**config.mk**
```make
export PLATFORM = sky130hd
export DESIGN_NAME = cfds_scheduler
export DESIGN_NICKNAME = d
export VERILOG_FILES = /design/src/common/cfds_pkg.sv /design/src/hdl/cfds_scheduler.sv
export VERILOG_INCLUDE_DIRS = /design/src /design/src/common
export SDC_FILE = /design/constraint.sdc
export NUM_CORES = 1
export LEC_CHECK = 0
export ABC_AREA = 1
export BUFFER_PORTS_ARGS = -buffer_cell sky130_fd_sc_hd__buf_2
export CAP_MARGIN = 0
export CORE_MARGIN = 5
export CORE_UTILIZATION = 45
export DETAILED_ROUTE_END_ITERATION = 8
export GPL_TIMING_DRIVEN = 0
export HOLD_SLACK_MARGIN = 0.02
export PLACE_DENSITY_LB_ADDON = 0.3
export RECOVER_POWER = 50
export SYNTH_ARGS = -nofsm -noshare
export SYNTH_HDL_FRONTEND = slang
export SYNTH_SLANG_ARGS = --single-unit
```
**constraint.sdc**
```tcl
create_clock -name core_clk -period 8.06 [get_ports core_clk]
set_clock_uncertainty 0.2 [all_clocks]
set_input_delay 1.209 -clock core_clk [delete_from_list [all_inputs] [get_ports core_clk]]
set_output_delay 1.209 -clock core_clk [all_outputs]
set_load 0.03 [all_outputs]
```
**src/common/cfds_defines.svh**
```systemverilog
// Constants for the crosspoint field-delay scheduler
`ifndef CFDS_DEFINES_SVH
`define CFDS_DEFINES_SVH

// Smallest delay in fields, fixed for each router variant
`define CFDS_MIN_DELAY 8'h01
// Largest delay in fields
`define CFDS_MAX_DELAY 8'h3C
// Delay used until the stored value is reloaded
`define CFDS_DELAY_RST 8'h01
// Extra field added to the target
`define CFDS_FIELD_ADD 8'h01
// Number of buffered crosspoints
`define CFDS_DEPTH 16
// Index width of the buffer
`define CFDS_IDX_W 4

`endif

```
**src/common/cfds_pkg.sv**
```systemverilog
// Types for the crosspoint field-delay scheduler
package cfds_pkg;

  // One crosspoint connection
  typedef struct packed {
    logic [7:0] out_num; // Output number
    logic [7:0] in_num;  // Input number
    logic [3:0] level;   // Level, zero for all levels
    logic [1:0] port;    // Control port that sent it
  } cfds_xpt_t;

  // Field counter and tag value
  typedef logic [7:0] cfds_field_t;

endpackage

```
**src/hdl/cfds_scheduler.sv**
```systemverilog
// Crosspoint field-delay scheduler: delay setting, tagging and field-timed delivery
`timescale 1ns/1ps
`include "cfds_defines.svh"
// Behaviour
// - Delay command carries decimal field count
// - Below minimum requests use the minimum
// - Above maximum requests use the maximum
// - Setting delay never stalls command flow
// - Each crosspoint buffered with target field tag
// - Target equals end field plus delay plus one
// - Delay includes hardware; zero gives minimum
// - Delay counted in whole fields only
// - Minimum delay is fixed per variant
// - Late crosspoints go out as soon as possible
// - One delay value for all ports
// - Changed delay stored and reloaded at power-up
// - Crosspoint state recorded on receipt immediately
module cfds_scheduler (
  input wire logic core_clk,
  input wire logic srst,
  input wire logic field_mark,
  input wire logic delay_set_valid,
  input wire logic [7:0] delay_set_value,
  input wire logic xpt_in_valid,
  input wire cfds_pkg::cfds_xpt_t xpt_in,
  input wire logic string_end,
  input wire logic nv_rd_valid,
  input wire logic [7:0] nv_rd_data,
  output logic xpt_in_ready_r,
  output logic state_upd_valid_r,
  output cfds_pkg::cfds_xpt_t state_upd_r,
  output logic xpt_out_valid_r,
  output cfds_pkg::cfds_xpt_t xpt_out_r,
  output logic xpt_out_late_r,
  output cfds_pkg::cfds_field_t field_num_r,
  output logic [7:0] delay_r,
  output logic nv_wr_valid_r,
  output logic [7:0] nv_wr_data_r
);

  // ****************************************
  // Functions
  // ****************************************

  // Clamp a requested delay into the supported range
  function automatic logic [7:0] clamp_delay(input logic [7:0] req);
    logic [7:0] res;
    res = req;
    if (req < `CFDS_MIN_DELAY) begin
      res = `CFDS_MIN_DELAY;
    end else if (req > `CFDS_MAX_DELAY) begin
      res = `CFDS_MAX_DELAY;
    end
    return res;
  endfunction

  // Tag has been reached by the counter (wrap-safe)
  function automatic logic tag_due(input cfds_pkg::cfds_field_t tag,
                                   input cfds_pkg::cfds_field_t cnt);
    cfds_pkg::cfds_field_t diff;
    diff = cnt - tag;
    return ~diff[7];
  endfunction

  // Lowest set bit index of a slot vector
  function automatic logic [`CFDS_IDX_W-1:0] first_set(input logic [`CFDS_DEPTH-1:0] vec);
    logic [`CFDS_IDX_W-1:0] idx;
    idx = '0;
    for (int i = `CFDS_DEPTH - 1; i >= 0; i--) begin
      if (vec[i]) begin
        idx = i[`CFDS_IDX_W-1:0];
      end
    end
    return idx;
  endfunction

  // ****************************************
  // Field mark synchroniser
  // ****************************************

  logic fm_s1_r; // First stage, read only by second
  logic fm_s2_r; // Second stage
  logic fm_s3_r; // Third stage
  logic fm_lvl_r; // Accepted level
  logic fm_pulse; // One-cycle mark event

  // Three-flop chain on the field mark pin
  always_ff @(posedge core_clk) begin
    if (srst) begin
      fm_s1_r <= 1'b0;
      fm_s2_r <= 1'b0;
      fm_s3_r <= 1'b0;
    end else begin
      fm_s1_r <= field_mark;
      fm_s2_r <= fm_s1_r;
      fm_s3_r <= fm_s2_r;
    end
  end

  // Accept a change once stages two and three agree
  always_ff @(posedge core_clk) begin
    if (srst) begin
      fm_lvl_r <= 1'b0;
    end else if (fm_s2_r == fm_s3_r) begin
      fm_lvl_r <= fm_s3_r;
    end
  end

  assign fm_pulse = (fm_s2_r == fm_s3_r) && fm_s3_r && !fm_lvl_r;

  // Field counter, one step per mark
  always_ff @(posedge core_clk) begin
    if (srst) begin
      field_num_r <= 8'h00;
    end else if (fm_pulse) begin
      field_num_r <= field_num_r + 8'h01;
    end
  end

  // ****************************************
  // Delay setting
  // ****************************************

  logic [7:0] eff_delay; // Delay seen by a string ending now

  // Same-cycle setting applies to the ending string
  assign eff_delay = delay_set_valid ? clamp_delay(delay_set_value) : delay_r;

  // Router-wide delay value, reloaded from storage at power-up
  always_ff @(posedge core_clk) begin
    if (srst) begin
      delay_r <= `CFDS_DELAY_RST;
    end else if (delay_set_valid) begin
      delay_r <= clamp_delay(delay_set_value);
    end else if (nv_rd_valid) begin
      delay_r <= clamp_delay(nv_rd_data);
    end
  end

  // Write a changed value to storage
  always_ff @(posedge core_clk) begin
    if (srst) begin
      nv_wr_valid_r <= 1'b0;
      nv_wr_data_r <= 8'h00;
    end else begin
      nv_wr_valid_r <= delay_set_valid && (clamp_delay(delay_set_value) != delay_r);
      if (delay_set_valid) begin
        nv_wr_data_r <= clamp_delay(delay_set_value);
      end
    end
  end

  // ****************************************
  // State record
  // ****************************************

  // Report each accepted crosspoint at once
  always_ff @(posedge core_clk) begin
    if (srst) begin
      state_upd_valid_r <= 1'b0;
      state_upd_r <= '0;
    end else begin
      state_upd_valid_r <= xpt_in_valid && xpt_in_ready_r;
      if (xpt_in_valid && xpt_in_ready_r) begin
        state_upd_r <= xpt_in;
      end
    end
  end

  // ****************************************
  // Delivery buffer
  // ****************************************

  logic [`CFDS_DEPTH-1:0] ent_v_r; // Slot holds a crosspoint
  logic [`CFDS_DEPTH-1:0] ent_pend_r; // Slot awaits its string end
  cfds_pkg::cfds_field_t ent_tag_r [`CFDS_DEPTH]; // Target field per slot
  cfds_pkg::cfds_xpt_t ent_x_r [`CFDS_DEPTH]; // Connection per slot
  logic [`CFDS_DEPTH-1:0] due_vec; // Slots ready to go out
  logic [`CFDS_IDX_W-1:0] free_idx; // Slot for next insert
  logic [`CFDS_IDX_W-1:0] due_idx; // Slot for next delivery
  logic do_ins; // Insert this cycle
  logic do_out; // Deliver this cycle
  cfds_pkg::cfds_field_t end_tag; // Tag for a string ending now
  logic [`CFDS_IDX_W:0] free_cnt; // Count of empty slots

  // Due slots, and the count of free slots
  always_comb begin
    free_cnt = '0;
    for (int i = 0; i < `CFDS_DEPTH; i++) begin
      due_vec[i] = ent_v_r[i] && !ent_pend_r[i] && tag_due(ent_tag_r[i], field_num_r);
      free_cnt = free_cnt + {{`CFDS_IDX_W{1'b0}}, !ent_v_r[i]};
    end
  end

  assign free_idx = first_set(~ent_v_r);
  assign due_idx = first_set(due_vec);
  assign do_ins = xpt_in_valid && xpt_in_ready_r;
  assign do_out = |due_vec;
  assign end_tag = field_num_r + eff_delay + `CFDS_FIELD_ADD;

  // Slot flags: insert as pending, tag at string end, free on delivery
  always_ff @(posedge core_clk) begin
    if (srst) begin
      ent_v_r <= '0;
      ent_pend_r <= '0;
    end else begin
      if (string_end) begin
        ent_pend_r <= '0;
      end
      if (do_out) begin
        ent_v_r[due_idx] <= 1'b0;
      end
      if (do_ins) begin
        ent_v_r[free_idx] <= 1'b1;
        ent_pend_r[free_idx] <= !string_end;
      end
    end
  end

  // Slot contents and target tags
  always_ff @(posedge core_clk) begin
    for (int i = 0; i < `CFDS_DEPTH; i++) begin
      if (string_end && ent_pend_r[i]) begin
        ent_tag_r[i] <= end_tag;
      end
    end
    if (do_ins) begin
      ent_x_r[free_idx] <= xpt_in;
      ent_tag_r[free_idx] <= end_tag;
    end
  end

  // Back-pressure toward the parser, one slot kept in hand
  always_ff @(posedge core_clk) begin
    if (srst) begin
      xpt_in_ready_r <= 1'b0;
    end else begin
      xpt_in_ready_r <= free_cnt > 5'h02;
    end
  end

  // Hand one due crosspoint per cycle to the hardware
  always_ff @(posedge core_clk) begin
    if (srst) begin
      xpt_out_valid_r <= 1'b0;
      xpt_out_r <= '0;
      xpt_out_late_r <= 1'b0;
    end else begin
      xpt_out_valid_r <= do_out;
      if (do_out) begin
        xpt_out_r <= ent_x_r[due_idx];
        xpt_out_late_r <= ent_tag_r[due_idx] != field_num_r;
      end
    end
  end

endmodule

```
==> impl_metrics.ini, run 1 <==
[global_route]
grt_util_met2_pct = 41.0
grt_pass1_vias = 19600
overflow = 0
grt_usage_pct = 23.9
use_met1_pct = 30.2
busiest_layer = met2
antenna_found_initial = 1
grt_start_max_net_pins = 25
met3_usage_pct = 3.94
grt_pass1_wl_um = 116000

[critical_path]
worst_path_most_repeated_cell = nand2_1
reg2reg_to = xpt_out_late_r$_SDFFE_PP0N_
critPathLaunchType = flip-flop
cp.arrival_ns = 5.66
crit_type = flip-flop to flip-flop
critical_path.max_stage_delay_ns = 1.03
crit_required_ns = 8.37
cp-end-kind = flip-flop
ff2ff_path_depth = 23
cp-startpoint = field_num_r[2]$_SDFFE_PP0P_
r2r-start = field_num_r[2]$_SDFFE_PP0P_
cp_max_fo = 20
cp_slowest_cell = dfxtp_1
endpoint = xpt_out_late_r$_SDFFE_PP0N_
worstPathCellList = ha_1 -> a21oi_1 -> nand2_1 -> nand4_1 -> o211ai_1 -> or2_2 -> nand4_1 -> nand4_1 -> nand2_4 -> nand2_1 -> inv_2 -> buf_2 -> nand2_1 -> nand3b_1 -> nand2_1 -> nand2_1 -> nor2_1 -> nand2_1 -> nand2_1 -> nor2_1 -> nand3_1 -> nor2_1 -> nor2_1
ff2ff_setup_slack_ns = 2.71

[layout]
most-common-layout-cells = 480 x edfxtp_1, 386 x nand2_1, 246 x inv_1, 179 x nand3_1, 140 x a21oi_1
antenna_cells = 0
layout_commonest_cell = edfxtp_1
num-nets-final = 2737
area_delta_synth_final_pct = 14.2
layout-drive-gt1-share_pct = 9.08
final_cell_count_no_fill = 3386

[logic_synthesis]
synth_xor_area_share_pct = 0.865
netlist_area_um2 = 26300
syn-num-nets = 2554
ys_seq_elements = 589
yosys.area_share.simple_pct = 13.9
synth-warning-count = 0
yosys_most_used_dff = edfxtp_1
synth_top_cell_by_area = edfxtp_1
netlist.area_leader.share_pct = 54.7
synth_top_family_by_area = simple AND/OR/NAND/NOR gates
async_reset_ff_share_pct = 0
synth.distinct_cells = 47
synth.area.top_cells = edfxtp_1 55%, dfxtp_1 8.3%, nand2_1 5.5%
synth_area_per_cell_um2 = 11.0
ys_seq_area_share_pct = 63.0
netlist_instances = 2388
synthMuxAreaShare_pct = 0
synth_compound_area_share_pct = 10.6
synth_edf_count = 480
synthAdderAreaFrac_pct = 6.06

[pwr]
power_density_nw_per_um2 = 217
p_sw_mw = 1.44
pwr-share-seq_pct = 51.1
power.internal_mw = 5.11
total_power_mw = 6.54
combinationalPowerShare_pct = 4.3
p_clk_share_pct = 44.5
leakage_nw = 11.4
vdd_drop_max_mv = 0.170
switching_share_pct = 21.9

[sta]
fmax_mhz = 187
hold_viol = 0
slew_headroom_pct = -3.65
tightest_slew_ns = 1.55
tns_ns = 0
maxSlewViolCount = 21
fin_crit_sh_pct = 66.4
rsz0062_at_grt = false
setup-violations-final = 0
min_period_ns = 5.35

[route]
wl_per_cell_um = 23.1
ant_nets = 0
drc = 0
num_vias = 19500
drtIter0Drc = 1839
dr.pass1.iters = 6
wl_um = 78100
vias_per_cell = 5.77

[die]
core.rowCount = 88
coreArea_um2 = 57800
initial_core_util_pct = 45.6
die_area_um2 = 63500
die_h_um = 252
ios = 118
die_w_um = 252

[clock_network]
cts_root_buffer = clkbuf_16
cts_buffer_depth = 3
cts_inserted_buffers = 58
clkSlewWorstSetupHoldPaths_ns = 0.06
h-tree-depth = 2
post-cts-setup-buffer-count = 0
cts_sinks = 589
clock_latency_ns = 0.65
cts_resized = 0
cts_tree = done
ctsHoldBuffers = 0

[outcome]
outcome = finished, violations left
violations = max-capacitance violations, max-slew violations

[worst_hold_path]
hp-class = flip-flop to flip-flop

[placement]
io_buffers = 116
gp_congestion = 0.922
hpwlAfterDp_um = 53500
placed_cells = 3274

[flow_run]
cap_violations = 3
[synth_stat cells, types with 4 or more instances]
cell	n
or2_1	4
buf_6	4
xnor2_1	4
nand4_1	51
nand3b_1	21
a31oi_1	74
a22oi_1	85
or2_0	6
buf_4	8
nor2_1	133
buf_2	54
nand2_1	386
inv_1	246
nor3_1	26
edfxtp_1	480
a21oi_1	140
clkbuf_1	31
fa_1	11
o21ai_0	107
or2_2	10
ha_1	110
nand3_1	179
o21ai_1	19
xor2_1	22
o211ai_1	18
a211oi_1	4
dfxtp_1	109
inv_2	6
[worst max-delay path, delay by kind of cell (launching register included)]
family | cells | cell delay [ns]
simple gates | 18 | 2.78
flops | 1 | 1.03
buf+inv | 2 | 0.53
fa+ha+maj | 1 | 0.39
compound gates | 2 | 0.30
[per-layer routing]
metal  share of wire, %  up-vias
met5              0.017        -
met4                4.5        2
met3                7.3      204
met2                 49      929
met1                 39     9519
li1                   -     8890
[logic make-up after synthesis]
kind of cell,count (synthesis)
AND/OR/NAND/NOR,828
flip-flops,589
AO/OA/AOI/OAI,469
buffers and inverters,355
adder cells (fa/ha/maj),121
XOR/XNOR,26
[power groups by stage]
| stage | Sequential [mW] | Clock [mW] | Combinational [mW] |
|---|---|---|---|
| 6_report | 3.35 | 2.91 | 0.284 |
| 3_3_place_gp | 3.41 | 0 | 0.277 |
| 5_1_grt | 3.35 | 3.06 | 0.307 |
| 3_5_place_dp | 3.41 | 0 | 0.289 |
| 2_1_floorplan | 3.44 | 0 | 0.117 |
| 4_1_cts | 3.34 | 2.94 | 0.290 |
[layout make-up]
cell class	instances	area [µm²]
flip-flops and latches	589	16600
well taps	765	957
fillers	5073	27700
clock buffers	86	1760
multi-input cells	1444	8360
repair buffers	123	603
clock inverters	24	335
inverters	255	957
plain buffers	100	503
[stage by stage]
| stage | hold slack [ns] | cell area [µm²] | setup WS [ns] | util [%] |
|---|---|---|---|---|
| finish | 0.207 | 30100 | 2.71 | 52.0 |
| global route | 0.230 | 30100 | 2.36 | 52.0 |
| CTS | 0.214 | 30200 | 2.79 | 52.2 |
| detailed placement | 0.205 | 28100 | 2.83 | 48.6 |
| global placement | 0.205 | 27900 | 2.13 | 48.2 |
| floorplan | 0.188 | 26300 | 4.00 | - |
[flip-flops by register name (all words and copies together) (netlist names)]
name / cells
xpt_in_ready_r: 1
field_num_r: 8
nv_wr_valid_r: 1
nv_wr_data_r: 8
fm_s3_r: 1
fm_s1_r: 1
fm_s2_r: 1
ent_v_r: 16
xpt_out_valid_r: 1
ent_tag_r: 128
fm_lvl_r: 1
xpt_out_late_r: 1
ent_pend_r: 16
ent_x_r: 352
state_upd_r: 22
xpt_out_r: 22
delay_r: 8
state_upd_valid_r: 1
[how the worst min path moves through the flow]
stage | from | to | slack [ns] | cells past startpoint
floorplan | fm_s1_r$_SDFF_PP0_ | fm_s2_r$_SDFF_PP0_ | 0.19 | 2
global placement | fm_s1_r$_SDFF_PP0_ | fm_s2_r$_SDFF_PP0_ | 0.20 | 2
detailed placement | fm_s1_r$_SDFF_PP0_ | fm_s2_r$_SDFF_PP0_ | 0.20 | 2
CTS | fm_s1_r$_SDFF_PP0_ | fm_s2_r$_SDFF_PP0_ | 0.21 | 2
global route | fm_s1_r$_SDFF_PP0_ | fm_s2_r$_SDFF_PP0_ | 0.23 | 2
finish | fm_s1_r$_SDFF_PP0_ | fm_s2_r$_SDFF_PP0_ | 0.21 | 2
Note: power is estimated with default switching activity, not from simulation.
==> inputs of run 2 (changes only) <==
==> constraint.sdc (replaced) <==
create_clock -name core_clk -period 5.4 [get_ports core_clk]
set_clock_uncertainty 0.2 [all_clocks]
set_input_delay 0.81 -clock core_clk [delete_from_list [all_inputs] [get_ports core_clk]]
set_output_delay 0.81 -clock core_clk [all_outputs]
set_load 0.03 [all_outputs]
==> impl_metrics.ini, run 2 (synthesized netlist as in run 1, its figures left out) <==
[placement]
place_area_um2 = 28100
hpwlAfterDp_um = 53500
gp_congestion = 0.922
io_buffers = 116

[global_route]
antenna_found_initial = 1
grt_usage_pct = 23.9
grt_start_max_net_pins = 25
overflow = 0
grt_pass1_wl_um = 116000
grt_pass1_vias = 19600

[critical_path]
cp.arrival_ns = 5.27
worst_path_most_repeated_cell = nand2_1
worstPathCellList = ha_1 -> a21oi_1 -> nand2_1 -> nand4_1 -> o211ai_1 -> or2_2 -> nand4_1 -> nand4_1 -> nand2_4 -> nand2_1 -> inv_2 -> buf_2 -> nand2_1 -> nand3b_1 -> nand2_1 -> nand2_1 -> nor2_1 -> nand2_1 -> nand2_1 -> nor2_1 -> nand3_1 -> nor2_1 -> nor2_1
crit_required_ns = 5.71
cp_slowest_cell = dfxtp_2
crit_family = simple AND/OR/NAND/NOR gates
critical_path.max_stage_delay_ns = 0.70
cp-startpoint = field_num_r[2]$_SDFFE_PP0P_
worst-path-buf-inv = 2
cp_max_fo = 20
crit_type = flip-flop to flip-flop
cp-end-kind = flip-flop
r2r-start = field_num_r[2]$_SDFFE_PP0P_
critPathLaunchType = flip-flop

[sta]
setup-violations-final = 0
fmax_mhz = 202
tns_ns = 0
min_period_ns = 4.96
maxSlewViolCount = 11
hold_viol = 0
slew_headroom_pct = -3.18
tightest_slew_ns = 1.54
rsz0062_at_grt = false
fin_crit_sh_pct = 91.8

[route]
num_vias = 19500
wl_per_cell_um = 23.1
drtIter0Drc = 1777
ant_nets = 0
drc = 0
dr.pass1.iters = 7
vias_per_cell = 5.76
wl_um = 78100

[layout]
layout-drive-gt1-share_pct = 9.12
most-common-layout-cells = 480 x edfxtp_1, 386 x nand2_1, 247 x inv_1, 179 x nand3_1, 140 x a21oi_1
regMostFlops = ent_x_r
reg_top3 = ent_x_r x352, ent_tag_r x128
fin_util_pct = 52.0
antenna_cells = 0
num-nets-final = 2737
largest_reg_flops = 352
area_delta_synth_final_pct = 14.1
design_area_um2 = 30100
layout_commonest_cell = edfxtp_1

[flow_run]
cap_violations = 2

[worst_hold_path]
holdCritStartpoint = fm_s1_r$_SDFF_PP0_
hp-class = flip-flop to flip-flop

[clock_network]
cts_buffer_depth = 3
h-tree-depth = 2
clkSlewWorstSetupHoldPaths_ns = 0.06
post-cts-setup-buffer-count = 0
cts_tree = done
cts_sinks = 589
clock_latency_ns = 0.65
cts_inserted_buffers = 58
cts_root_buffer = clkbuf_16

[pwr]
power_density_nw_per_um2 = 325
vdd_drop_max_mv = 0.251
leakage_nw = 11.4
total_power_mw = 9.75

[die]
core.rowCount = 88
ios = 118
initial_core_util_pct = 45.6
coreArea_um2 = 57800
die_h_um = 252
die_area_um2 = 63500
die_w_um = 252

[outcome]
outcome = finished, violations left
violations = max-capacitance violations, max-slew violations
==> run 2: stage by stage <==
stage | setup slack [ns] | std cells | hold WS [ns]
after floorplan | 1.62 | 2388 | 0.188
after global placement | -0.135 | 3269 | 0.205
after detailed placement | 0.167 | 3274 | 0.205
after CTS | 0.129 | 3384 | 0.189
after global routing | 0.0995 | 3386 | 0.203
final | 0.442 | 3386 | 0.207
==> run 2: cell type report <==
| type | instances | area, µm² |
|---|---|---|
| fillers | 5082 | 27800 |
| inverters | 255 | 957 |
| flip-flops and latches | 589 | 16600 |
| multi-input cells | 1444 | 8350 |
| clock inverters | 24 | 335 |
| plain buffers | 100 | 495 |
| repair buffers | 123 | 591 |
| clock buffers | 86 | 1760 |
| well taps | 765 | 957 |
==> run 2: final timing paths <==
| check | cells past startpoint | endpoint | slack, ns |
|---|---|---|---|
| setup / recovery | 23 | xpt_out_late_r$_SDFFE_PP0N_ | 0.44 |
| setup reg to reg | 23 | xpt_out_late_r$_SDFFE_PP0N_ | 0.44 |
| hold / removal | 2 | fm_s2_r$_SDFF_PP0_ | 0.21 |
| hold reg to reg | 2 | fm_s2_r$_SDFF_PP0_ | 0.21 |
==> run 2: worst register-to-register path, cell delays in order (launching register included) <==
cell	delay, ns
dfxtp_2	0.70
ha_1	0.35
a21oi_1	0.14
nand2_1	0.09
nand4_1	0.08
o211ai_1	0.16
or2_2	0.32
nand4_1	0.18
nand4_1	0.50
nand2_4	0.32
nand2_1	0.17
inv_2	0.16
buf_2	0.35
nand2_1	0.12
nand3b_1	0.12
nand2_1	0.08
nand2_1	0.17
nor2_1	0.07
nand2_1	0.05
nand2_1	0.05
nor2_1	0.11
nand3_1	0.14
nor2_1	0.17
nor2_1	0.06
==> run 2: power by group <==
| group | switching (mW) | internal (mW) |
|---|---|---|
| combinational | 0.328 | 0.0918 |
| clock | 1.78 | 2.56 |
| sequential | 0.0264 | 4.97 |
==> run 2: metal layers <==
metal  share of wire (%)  GRT usage (%)  wire (µm)  up-vias
met5               0.017              0         13        -
met4                 4.5           10.4       3550        2
met3                 7.5           3.94       5870      205
met2                  49           41.0      38200      920
met1                  39           30.2      30400     9486
li1                    -              -          -     8886
==> run 2: what timing repair did <==
item / 4_1_cts / 5_1_grt
hold buffers: 0 / 0
gates resized for setup: 0 / 6
hold endpoints to repair: 0 / 0
endpoints found under the setup margin: 0 / 20
